===== config.mk =====
export PLATFORM = sky130hd
export DESIGN_NAME = sdram_command_timing_guard
export DESIGN_NICKNAME = d
export VERILOG_FILES = /design/src/shared/sdram_guard_pkg.sv /design/src/rtl/sdram_command_timing_guard.sv /design/src/rtl/bank_tracker.sv
export VERILOG_INCLUDE_DIRS = /design/src /design/src/shared
export SDC_FILE = /design/constraint.sdc
export NUM_CORES = 1
export LEC_CHECK = 0
export BUFFER_PORTS_ARGS = -buffer_cell sky130_fd_sc_hd__buf_2
export CAP_MARGIN = 20
export CORE_AREA = 4 4 200 202
export CTS_BUF_LIST = sky130_fd_sc_hd__clkbuf_16
export CTS_CLUSTER_DIAMETER = 120
export DETAILED_ROUTE_END_ITERATION = 7
export DIE_AREA = 0 0 204 206
export PLACE_DENSITY = 0.54
export SLEW_MARGIN = 20
export SYNTH_ARGS = -nofsm -noshare
export SYNTH_HDL_FRONTEND = slang
export SYNTH_HIERARCHICAL = 1
export SYNTH_SLANG_ARGS = --single-unit

===== constraint.sdc =====
create_clock -name i_ref_clk -period 13.2 [get_ports i_ref_clk]
set_clock_uncertainty 0.2 [all_clocks]
set_input_delay 1.32 -clock i_ref_clk [delete_from_list [all_inputs] [get_ports i_ref_clk]]
set_output_delay 1.32 -clock i_ref_clk [all_outputs]
set_load 0.03 [all_outputs]

===== src/shared/sdram_timing_defs.svh =====
// timing, field and reset constants for the sdram command guard
`ifndef SDRAM_TIMING_DEFS_SVH
`define SDRAM_TIMING_DEFS_SVH

`define CLK_PERIOD_PS 40000
`define CEIL_CYC(ns) ((((ns) * 1000) + `CLK_PERIOD_PS - 1) / `CLK_PERIOD_PS)
`define FLOOR_CYC(ns) (((ns) * 1000) / `CLK_PERIOD_PS)

`define T_RC_NS 70
`define T_RAS_MIN_NS 50
`define T_RAS_MAX_NS 100000
`define T_RP_NS 20
`define T_RCD_NS 20
`define T_RRD_NS 20
`define T_CKA_EXTRA_NS 3
`define T_PWR_US 100
`define T_REF_MS 64
`define REF_ROWS 4096
`define T_REFI_NS ((`T_REF_MS * 1000000) / `REF_ROWS)

`define T_RC_CYC `CEIL_CYC(`T_RC_NS)
`define T_RAS_CYC `CEIL_CYC(`T_RAS_MIN_NS)
`define T_RAS_MAX_CYC `FLOOR_CYC(`T_RAS_MAX_NS)
`define T_RP_CYC `CEIL_CYC(`T_RP_NS)
`define T_RCD_CYC `CEIL_CYC(`T_RCD_NS)
`define T_RRD_CYC `CEIL_CYC(`T_RRD_NS)
`define T_CKA_CYC (1 + `CEIL_CYC(`T_CKA_EXTRA_NS))
`define T_PWR_CYC `CEIL_CYC(`T_PWR_US * 1000)
`define T_REFI_CYC `FLOOR_CYC(`T_REFI_NS)
`define T_DPL_CYC 1
`define T_DAL_CYC (1 + `T_RP_CYC)
`define T_MRD_CYC 2

`define RAS_CLOSE_MARGIN 16
`define CAS_LAT 3
`define RD_TAP (`CAS_LAT + 2)
`define INIT_REF_COUNT 2
`define CNT_W 12
`define ADDR_W 11
`define ADDR_AP_BIT 10
`define MODE_WORD 11'h030
`define DQ_W 16

`endif


===== src/shared/sdram_guard_pkg.sv =====
// types shared by the sdram command guard
package sdram_guard_pkg;

  // {cs_b, ras_b, cas_b, we_b}
  typedef enum logic [3:0] {
    PIN_MRS = 4'h0,
    PIN_REF = 4'h1,
    PIN_PRE = 4'h2,
    PIN_ACT = 4'h3,
    PIN_WR = 4'h4,
    PIN_RD = 4'h5,
    PIN_NOP = 4'h7
  } pin_cmd_t;

  typedef enum logic [1:0] {
    OP_ACT = 2'h0,
    OP_RD = 2'h1,
    OP_WR = 2'h2,
    OP_PRE = 2'h3
  } req_op_t;

  typedef enum logic [4:0] {
    ST_PWR = 5'h01,
    ST_CKE = 5'h02,
    ST_IREF = 5'h04,
    ST_MRS = 5'h08,
    ST_RUN = 5'h10
  } state_t;

endpackage


===== src/rtl/sdram_command_timing_guard.sv =====
// host-side sdram command issuer that keeps every command spacing
`timescale 1ns/1ps
`include "sdram_timing_defs.svh"
// Functional notes
// - keep row cycle between refreshes and between same-bank activates
// - precharge no sooner than activate-to-precharge minimum, never past maximum
// - after precharge wait the precharge period before activating that bank
// - wait activate-to-column delay before read or write
// - separate activates to different banks by bank-to-bank gap
// - wait one clock after last write data before precharge
// - write with auto precharge: one clock plus precharge before next activate
// - issue 4096 refreshes in every 64 ms
// - after raising clock enable wait one clock plus 3 ns
// - hold off memory operation 100 us after power-up
// - run full initialization before any activate, read or write
// - no command for 2 clocks after mode register load
// - no command while an auto-refresh runs its row cycle
// - precharge with all-bank bit high closes both banks
module sdram_command_timing_guard #(
  parameter int PWR_CYC = `T_PWR_CYC,
  parameter int REFI_CYC = `T_REFI_CYC,
  parameter int RAS_MAX_CYC = `T_RAS_MAX_CYC,
  parameter int CW = `CNT_W
) (
  input wire logic i_ref_clk,                   // system clock
  input wire logic i_rst_b,                     // async reset, active low
  input wire logic i_ce,                        // freezes state when low
  input wire logic i_req_valid,                 // request offered
  input wire sdram_guard_pkg::req_op_t i_req_op, // request kind
  input wire logic i_req_bank,                  // target bank
  input wire logic [`ADDR_W-1:0] i_req_addr,    // row, column, ap/all bit
  input wire logic [`DQ_W-1:0] i_req_wdata,     // write data
  input wire logic [1:0] i_req_wmask,           // write byte masks
  output logic o_req_ready,                     // request taken
  output logic o_init_done,                     // initialization finished
  output logic o_rd_valid,                      // read data pulse
  output logic [`DQ_W-1:0] o_rd_data,           // read data
  output logic o_cke,                           // clock enable pin
  output logic o_cs_b,                          // chip select pin
  output logic o_ras_b,                         // row strobe pin
  output logic o_cas_b,                         // column strobe pin
  output logic o_we_b,                          // write enable pin
  output logic [`ADDR_W-1:0] o_addr,            // address pins incl all_bank_select_bit
  output logic o_bank_address_bit,              // bank select pin
  output logic [1:0] o_dqm,                     // byte mask pins
  output logic [`DQ_W-1:0] o_dq,                // data pin output
  output logic o_dq_oe_b,                       // data pin drive, low drives
  input wire logic [`DQ_W-1:0] i_dq             // data pin input
);
  localparam int TRC_C = `T_RC_CYC;
  localparam int TRRD_C = `T_RRD_CYC;
  localparam int TCKA_C = `T_CKA_CYC;
  localparam int TMRD_C = `T_MRD_CYC;
  localparam int TAP = `RD_TAP;
  localparam logic [CW-1:0] L_RC = CW'(TRC_C - 1);
  localparam logic [CW-1:0] L_RP = CW'(`T_RP_CYC - 1);
  localparam logic [CW-1:0] L_RRD = CW'(TRRD_C - 1);
  localparam logic [CW-1:0] L_CKA = CW'(TCKA_C - 1);
  localparam logic [CW-1:0] L_MRD = CW'(TMRD_C - 1);
  localparam logic [CW-1:0] L_PWR = CW'(PWR_CYC - 1);
  localparam logic [CW-1:0] L_REFI = CW'(REFI_CYC - 1);
  localparam logic [3:0] L_INIT_REF = 4'(`INIT_REF_COUNT);
  localparam logic [`ADDR_W-1:0] ALL_BANKS = `ADDR_W'(1) << `ADDR_AP_BIT;

  sdram_guard_pkg::state_t state, next_state;
  sdram_guard_pkg::pin_cmd_t cmd, next_cmd;
  logic [CW-1:0] wait_cnt, next_wait, refi, next_refi, rrd, next_rrd;
  logic [3:0] ref_left, next_ref_left;
  logic ref_pend, next_ref_pend, cke, next_cke, ba, next_ba;
  logic [`ADDR_W-1:0] addr, next_addr;
  logic [`DQ_W-1:0] dq, next_dq, rd_data, next_rd_data, dq_s1, dq_s2;
  logic dq_oe_b, next_dq_oe_b, rd_valid, next_rd_valid;
  logic [1:0] dqm, next_dqm;
  logic [TAP:0] rd_pipe, next_rd_pipe;
  logic [1:0] ev_act, ev_col, ev_ap, ev_pre, b_open, b_act_ok, b_col_ok;
  logic [1:0] b_pre_ok, b_close;
  logic ev_wr, legal, ready, issue_rd, ap;

  genvar g;
  generate
    for (g = 0; g < 2; g++) begin : gen_bank
      bank_tracker #(
        .TRC(TRC_C), .TRAS(`T_RAS_CYC), .TRP(`T_RP_CYC), .TRCD(`T_RCD_CYC),
        .TDPL(`T_DPL_CYC), .TDAL(`T_DAL_CYC), .RAS_MAX(RAS_MAX_CYC), .CW(CW)
      ) u_bank (
        .i_ref_clk(i_ref_clk),
        .i_rst_b(i_rst_b),
        .i_ce(i_ce),
        .i_act(ev_act[g]),
        .i_col(ev_col[g]),
        .i_wr(ev_wr),
        .i_ap(ev_ap[g]),
        .i_pre(ev_pre[g]),
        .o_open(b_open[g]),
        .o_act_ok(b_act_ok[g]),
        .o_col_ok(b_col_ok[g]),
        .o_pre_ok(b_pre_ok[g]),
        .o_must_close(b_close[g])
      );
    end
  endgenerate

  assign ap = i_req_addr[`ADDR_AP_BIT];

  always_comb begin
    legal = 1'b0;
    case (i_req_op)
      sdram_guard_pkg::OP_ACT:
        legal = !b_open[i_req_bank] && b_act_ok[i_req_bank] && rrd == '0;
      sdram_guard_pkg::OP_RD, sdram_guard_pkg::OP_WR:
        legal = b_col_ok[i_req_bank] && (!ap || b_pre_ok[i_req_bank]);
      sdram_guard_pkg::OP_PRE:
        legal = ap ? &b_pre_ok : b_pre_ok[i_req_bank];
      default: legal = 1'b0;
    endcase
  end

  always_comb begin
    next_state = state;
    next_wait = (wait_cnt == '0) ? wait_cnt : wait_cnt - 1'b1;
    next_ref_left = ref_left;
    next_refi = refi;
    next_rrd = (rrd == '0) ? rrd : rrd - 1'b1;
    next_cke = cke;
    next_cmd = sdram_guard_pkg::PIN_NOP;
    next_addr = addr;
    next_ba = ba;
    next_dq = dq;
    next_dq_oe_b = 1'b1;
    next_dqm = 2'b00;
    ev_act = 2'b00;
    ev_col = 2'b00;
    ev_ap = 2'b00;
    ev_pre = 2'b00;
    ev_wr = 1'b0;
    ready = 1'b0;
    issue_rd = 1'b0;
    if (state == sdram_guard_pkg::ST_RUN)
      next_refi = (refi == '0) ? L_REFI : refi - 1'b1;
    next_ref_pend = ref_pend;
    case (state)
      sdram_guard_pkg::ST_PWR: begin
        if (wait_cnt == '0) begin
          next_cke = 1'b1;
          next_wait = L_CKA;
          next_state = sdram_guard_pkg::ST_CKE;
        end
      end
      sdram_guard_pkg::ST_CKE: begin
        if (wait_cnt == '0) begin
          next_cmd = sdram_guard_pkg::PIN_PRE;
          next_addr = ALL_BANKS;
          ev_pre = 2'b11;
          next_wait = L_RP;
          next_state = sdram_guard_pkg::ST_IREF;
        end
      end
      sdram_guard_pkg::ST_IREF: begin
        if (wait_cnt == '0) begin
          next_cmd = sdram_guard_pkg::PIN_REF;
          next_wait = L_RC;
          next_ref_left = ref_left - 1'b1;
          if (ref_left == 4'h1)
            next_state = sdram_guard_pkg::ST_MRS;
        end
      end
      sdram_guard_pkg::ST_MRS: begin
        if (wait_cnt == '0) begin
          next_cmd = sdram_guard_pkg::PIN_MRS;
          next_addr = `MODE_WORD;
          next_ba = 1'b0;
          next_wait = L_MRD;
          next_state = sdram_guard_pkg::ST_RUN;
        end
      end
      sdram_guard_pkg::ST_RUN: begin
        if (wait_cnt != '0) begin
          next_cmd = sdram_guard_pkg::PIN_NOP;
        end else if (ref_pend || |b_close) begin
          if (|b_open) begin
            if (&b_pre_ok) begin
              next_cmd = sdram_guard_pkg::PIN_PRE;
              next_addr = ALL_BANKS;
              ev_pre = 2'b11;
            end
          end else if (ref_pend && &b_act_ok) begin
            next_cmd = sdram_guard_pkg::PIN_REF;
            next_wait = L_RC;
            next_ref_pend = 1'b0;
          end
        end else if (i_req_valid && legal && i_ce) begin
          ready = 1'b1;
          next_addr = i_req_addr;
          next_ba = i_req_bank;
          case (i_req_op)
            sdram_guard_pkg::OP_ACT: begin
              next_cmd = sdram_guard_pkg::PIN_ACT;
              ev_act[i_req_bank] = 1'b1;
              next_rrd = L_RRD;
            end
            sdram_guard_pkg::OP_RD: begin
              next_cmd = sdram_guard_pkg::PIN_RD;
              ev_col[i_req_bank] = 1'b1;
              ev_ap[i_req_bank] = ap;
              issue_rd = 1'b1;
            end
            sdram_guard_pkg::OP_WR: begin
              next_cmd = sdram_guard_pkg::PIN_WR;
              ev_col[i_req_bank] = 1'b1;
              ev_ap[i_req_bank] = ap;
              ev_wr = 1'b1;
              next_dq = i_req_wdata;
              next_dq_oe_b = 1'b0;
              next_dqm = i_req_wmask;
            end
            sdram_guard_pkg::OP_PRE: begin
              next_cmd = sdram_guard_pkg::PIN_PRE;
              if (ap)
                ev_pre = 2'b11;
              else
                ev_pre[i_req_bank] = 1'b1;
            end
            default: next_cmd = sdram_guard_pkg::PIN_NOP;
          endcase
        end
      end
      default: next_state = sdram_guard_pkg::ST_PWR;
    endcase
    // a due refresh is never lost to a clear in the same cycle
    if (state == sdram_guard_pkg::ST_RUN && refi == '0)
      next_ref_pend = 1'b1;
    next_rd_pipe = {rd_pipe[TAP-1:0], issue_rd};
    next_rd_valid = rd_pipe[TAP];
    next_rd_data = rd_pipe[TAP] ? dq_s2 : rd_data;
  end

  always_ff @(posedge i_ref_clk or negedge i_rst_b) begin
    if (!i_rst_b) begin
      state <= sdram_guard_pkg::ST_PWR;
      wait_cnt <= L_PWR;
      ref_left <= L_INIT_REF;
      refi <= L_REFI;
      ref_pend <= 1'b0;
      rrd <= '0;
      cke <= 1'b0;
      cmd <= sdram_guard_pkg::PIN_NOP;
      addr <= '0;
      ba <= 1'b0;
      dq <= '0;
      dq_oe_b <= 1'b1;
      dqm <= 2'b00;
      rd_pipe <= '0;
      rd_valid <= 1'b0;
      rd_data <= '0;
      dq_s1 <= '0;
      dq_s2 <= '0;
    end else if (i_ce) begin
      state <= next_state;
      wait_cnt <= next_wait;
      ref_left <= next_ref_left;
      refi <= next_refi;
      ref_pend <= next_ref_pend;
      rrd <= next_rrd;
      cke <= next_cke;
      cmd <= next_cmd;
      addr <= next_addr;
      ba <= next_ba;
      dq <= next_dq;
      dq_oe_b <= next_dq_oe_b;
      dqm <= next_dqm;
      rd_pipe <= next_rd_pipe;
      rd_valid <= next_rd_valid;
      rd_data <= next_rd_data;
      dq_s1 <= i_dq;
      dq_s2 <= dq_s1;
    end
  end

  assign o_req_ready = ready;
  assign o_init_done = state == sdram_guard_pkg::ST_RUN;
  assign o_rd_valid = rd_valid;
  assign o_rd_data = rd_data;
  assign o_cke = cke;
  assign {o_cs_b, o_ras_b, o_cas_b, o_we_b} = cmd;
  assign o_addr = addr;
  assign o_bank_address_bit = ba;
  assign o_dqm = dqm;
  assign o_dq = dq;
  assign o_dq_oe_b = dq_oe_b;

  // cycles since last activate, refresh, mode load, cke rise, reset
  logic [CW-1:0] h_act, h_ref, h_mrs, h_cke, h_up;
  logic any_cmd;
  assign any_cmd = next_cmd != sdram_guard_pkg::PIN_NOP;
  always_ff @(posedge i_ref_clk or negedge i_rst_b) begin
    if (!i_rst_b) begin
      h_act <= '1;
      h_ref <= '1;
      h_mrs <= '1;
      h_cke <= '0;
      h_up <= '0;
    end else if (i_ce) begin
      h_act <= (|ev_act) ? CW'(1) : (h_act == '1 ? h_act : h_act + 1'b1);
      h_ref <= (next_cmd == sdram_guard_pkg::PIN_REF) ? CW'(1) :
               (h_ref == '1 ? h_ref : h_ref + 1'b1);
      h_mrs <= (next_cmd == sdram_guard_pkg::PIN_MRS) ? CW'(1) :
               (h_mrs == '1 ? h_mrs : h_mrs + 1'b1);
      h_cke <= (next_cke && !cke) ? CW'(1) :
               (h_cke == '1 ? h_cke : h_cke + 1'b1);
      h_up <= (h_up == '1) ? h_up : h_up + 1'b1;
    end
  end
endmodule


===== src/rtl/bank_tracker.sv =====
// per-bank open state and spacing timers
`timescale 1ns/1ps
`include "sdram_timing_defs.svh"
module bank_tracker #(
  parameter int TRC = 2,
  parameter int TRAS = 2,
  parameter int TRP = 1,
  parameter int TRCD = 1,
  parameter int TDPL = 1,
  parameter int TDAL = 2,
  parameter int RAS_MAX = 2500,
  parameter int CW = 12
) (
  input wire logic i_ref_clk,     // system clock
  input wire logic i_rst_b,       // async reset, active low
  input wire logic i_ce,          // clock enable
  input wire logic i_act,         // activate to this bank
  input wire logic i_col,         // read or write to this bank
  input wire logic i_wr,          // column command is a write
  input wire logic i_ap,          // column command auto-precharges
  input wire logic i_pre,         // precharge to this bank
  output logic o_open,            // row open
  output logic o_act_ok,          // activate allowed
  output logic o_col_ok,          // read or write allowed
  output logic o_pre_ok,          // precharge allowed
  output logic o_must_close       // open time near its limit
);
  localparam logic [CW-1:0] L_RC = CW'(TRC - 1);
  localparam logic [CW-1:0] L_RAS = CW'(TRAS - 1);
  localparam logic [CW-1:0] L_RP = CW'(TRP - 1);
  localparam logic [CW-1:0] L_RCD = CW'(TRCD - 1);
  localparam logic [CW-1:0] L_DPL = CW'(TDPL - 1);
  localparam logic [CW-1:0] L_DAL = CW'(TDAL - 1);
  localparam logic [CW-1:0] L_MAX = CW'(RAS_MAX);
  localparam logic [CW-1:0] L_CLOSE = CW'(RAS_MAX - `RAS_CLOSE_MARGIN);

  logic open, next_open;
  logic [CW-1:0] rc, ras, rp, rcd, dpl, age;
  logic [CW-1:0] next_rc, next_ras, next_rp, next_rcd, next_dpl, next_age;

  function automatic logic [CW-1:0] dec(input logic [CW-1:0] v);
    return (v == '0) ? v : v - 1'b1;
  endfunction

  always_comb begin
    next_open = open;
    next_rc = dec(rc);
    next_ras = dec(ras);
    next_rp = dec(rp);
    next_rcd = dec(rcd);
    next_dpl = dec(dpl);
    next_age = (open && age != L_MAX) ? age + 1'b1 : age;
    if (i_act) begin
      next_open = 1'b1;
      next_rc = L_RC;
      next_ras = L_RAS;
      next_rcd = L_RCD;
      next_age = '0;
    end
    if (i_col && i_wr)
      next_dpl = L_DPL;
    if (i_col && i_ap) begin
      next_open = 1'b0;
      next_rp = i_wr ? L_DAL : L_RP;
    end
    if (i_pre && open) begin
      next_open = 1'b0;
      next_rp = L_RP;
    end
  end

  always_ff @(posedge i_ref_clk or negedge i_rst_b) begin
    if (!i_rst_b) begin
      open <= 1'b0;
      rc <= '0;
      ras <= '0;
      rp <= '0;
      rcd <= '0;
      dpl <= '0;
      age <= '0;
    end else if (i_ce) begin
      open <= next_open;
      rc <= next_rc;
      ras <= next_ras;
      rp <= next_rp;
      rcd <= next_rcd;
      dpl <= next_dpl;
      age <= next_age;
    end
  end

  assign o_open = open;
  assign o_act_ok = !open && rc == '0 && rp == '0;
  assign o_col_ok = open && rcd == '0;
  assign o_pre_ok = !open || (ras == '0 && dpl == '0);
  assign o_must_close = open && age >= L_CLOSE;

  // cycles since last activate, precharge and write
  logic [CW-1:0] h_act, h_pre, h_wr, h_need;
  always_ff @(posedge i_ref_clk or negedge i_rst_b) begin
    if (!i_rst_b) begin
      h_act <= '1;
      h_pre <= '1;
      h_wr <= '1;
      h_need <= '0;
    end else if (i_ce) begin
      h_act <= i_act ? CW'(1) : (h_act == '1 ? h_act : h_act + 1'b1);
      h_pre <= ((i_pre && open) || (i_col && i_ap)) ? CW'(1) :
               (h_pre == '1 ? h_pre : h_pre + 1'b1);
      h_wr <= (i_col && i_wr) ? CW'(1) : (h_wr == '1 ? h_wr : h_wr + 1'b1);
      if (i_pre && open)
        h_need <= CW'(TRP);
      else if (i_col && i_ap)
        h_need <= i_wr ? CW'(TDAL) : CW'(TRP);
    end
  end
endmodule


==> metrics.csv <==
metric,value,unit
status,finished clean,
pre_cts_ws,7.80,ns
syn_nets,1623,
cts_hold_buf,0,
cts-resized-gates,0,
ys_ff_latch,282,
p_leak,7.75,nW
grt_pass1_wl,59500,µm
final_common_cell,dfrtp_1,
crit_type,flip-flop to output pin,
ys_async_sr_fraction,100,%
ir_drop,0.000107,V
cp-end-kind,output pin,
rows,72,
via_count,11900,
grt_pass1_vias,11700,
layout_common_cells,"dfrtp_1 (266), nor2_1 (130), nand2_1 (118)",
drt-pass1-iter-count,5,
period_needed,5.87,ns
relSlewSlack,34.8,%
post_route_cells_drive_above_1_share,18.8,%
drv_cap,0,
die_h,206,µm
routed_wl,35200,µm
vias_per_cell,5.50,
final_core_util,44.8,%
dp.cells,2096,
arrival,4.35,ns
drtIter0Drc,739,
cp.required,11.68,ns
root_buffer,clkbuf_16,
startpoint_type,flip-flop,
coreArea,38300,µm²
tightest_slew,0.969,ns
drt_drc_violations_left,0,
track_usage,16.7,%
fin_crit_sh,44.4,%
cts.clk_slew.worst_paths,0.06,ns
instances_no_fill,2160,
pin_count,107,
cts_buffer_depth,3,
grt_overflow,0,
hold_depth,1,
hpwl,24000,µm
cts.sinks,282,
yosysUniqueCellTypes,80,
setup-tns-final,0,ns
routabilityCongestion,0.830,
numCtsBuffers,34,
postSynthAreaPerCell,9.85,µm²
grt_max_degree,86,
total_power,2.96,mW
powerDensity,173,nW/µm²
slew_viol_final,0,
die-area,42000,µm²
wl_per_cell,16.3,µm
syn_inst,1534,
hold_path.class,flip-flop to flip-flop,
fin_nets,1704,
antenna_found_initial,2,
ys_seq_area_share,46.9,%
report.final.hold_viol_count,0,
area_growth_syn_to_layout,13.6,%
h-tree-depth,2,
synth_area,15100,µm²
synth-edff-count,0,
yosysWarnings,6,
setup_viol,0,
fin_ws,7.33,ns
rsz0062_at_grt,false,
postCtsSetupRepairBufs,0,
die_w,204,µm
r2r_cells,13,
cts_tree,yes,
port_buffers,105,
start_util,39.4,%
synth_flop_cell,dfrtp_1,
postRouteAntennaNets,0,
clkLatencyLatePin,0.52,ns
cp_max_fo,9,
fmax,171,MHz
## flip-flops by register name, indices dropped and copies added (netlist names), 24 cells and up
register	cells
gen_bank.u_bank/dpl	24
gen_bank.u_bank/rc	24
gen_bank.u_bank/age	24
gen_bank.u_bank/ras	24
gen_bank.u_bank/rp	24
gen_bank.u_bank/rcd	24
## critical path: stages, from the launching register on
cell      delay (ns)
dfrtp_1         0.41
nor3_1          0.45
nand4_1         0.44
o41ai_1         0.97
mux2i_1         0.18
a211oi_1        0.32
o21ai_0         0.19
and2_1          0.29
nor3_4          0.30
buf_2           0.29
## Yosys cell counts (10+ instances only)
master,number,area (µm²)
nor4_1,30,188
clkbuf_1,52,195
nand4_1,32,200
dfrtp_1,266,6660
and3_1,11,68.8
or2_2,13,81.3
nor3b_1,14,105
ha_1,37,463
o31ai_1,36,270
or4_1,25,188
xnor2_1,26,228
nor2_1,132,495
buf_2,11,55.1
mux2_4,10,150
a22o_1,11,96.3
or3_1,39,244
dfstp_2,16,420
nand2b_1,16,100
mux2i_1,27,270
o22ai_1,12,75.1
o21ai_1,14,70.1
nand2_1,118,443
a21oi_1,82,410
o21ai_0,55,275
mux2_2,66,743
nand3_1,52,260
xor2_1,17,149
nor3_1,53,265
inv_1,63,236
a31o_2,10,87.6
a31oi_1,17,106
and2_1,10,62.6
## logic make-up after synthesis
| kind of cell | synth area share (%) |
|---|---|
| multiplexers | 7.70 |
| AND/OR/NAND/NOR | 22.1 |
| XOR/XNOR | 2.49 |
| adder cells (fa/ha/maj) | 3.07 |
| buffers and inverters | 3.77 |
| other | 0.0248 |
| AO/OA/AOI/OAI | 14.0 |
| flip-flops | 46.9 |
## routing by layer
| metal | global-route usage [%] | wire, µm | up-vias | share of wire, % |
|---|---|---|---|---|
| met2 | 27.5 | 16800 | 179 | 48 |
| met5 | 0 | 0 | - | 0 |
| met1 | 23.2 | 16400 | 5850 | 47 |
| met3 | 2.64 | 1210 | 46 | 3.4 |
| met4 | 4.62 | 664 | 0 | 1.9 |
| li1 | - | - | 5811 | - |
## area by class of cell
type / instances / area, µm²
fill: 3661 / 21100
inverter: 67 / 251
clock inverter: 24 / 124
sequential: 282 / 7080
antenna: 2 / 5.00
timing repair buffer: 119 / 644
tap: 518 / 648
multi-input combinational: 1111 / 7490
clock buffer: 37 / 926
## stage by stage
stage / area, µm² / hold WS, ns
after CTS: 17200 / 0.266
after detailed placement: 16100 / 0.249
after floorplan: 15100 / 0.246
final: 17200 / 0.263
after global placement: 16100 / 0.244
after global routing: 17200 / 0.281
## power by group
group          switching (mW)  internal (mW)  total [mW]
sequential              0.210           1.08        1.29
combinational           0.458          0.340       0.798
clock                   0.350          0.520       0.871
## worst paths after layout
kind | from | end | slack, ns
setup / recovery | gen_bank[1].u_bank/dpl[3] | o_req_ready | 7.33
setup reg to reg | gen_bank[1].u_bank/dpl[3] | gen_bank[0].u_bank/dpl[6] | 7.76
max in group asynchronous | i_rst_b | gen_bank[1].u_bank/rc[2] | 10.79
hold reg to reg | o_cke | o_cke | 0.26
min in group asynchronous | i_rst_b | gen_bank[0].u_bank/rcd[6] | 0.63
hold / removal | o_cke | o_cke | 0.26
Note: power is estimated with default switching activity, not from simulation.
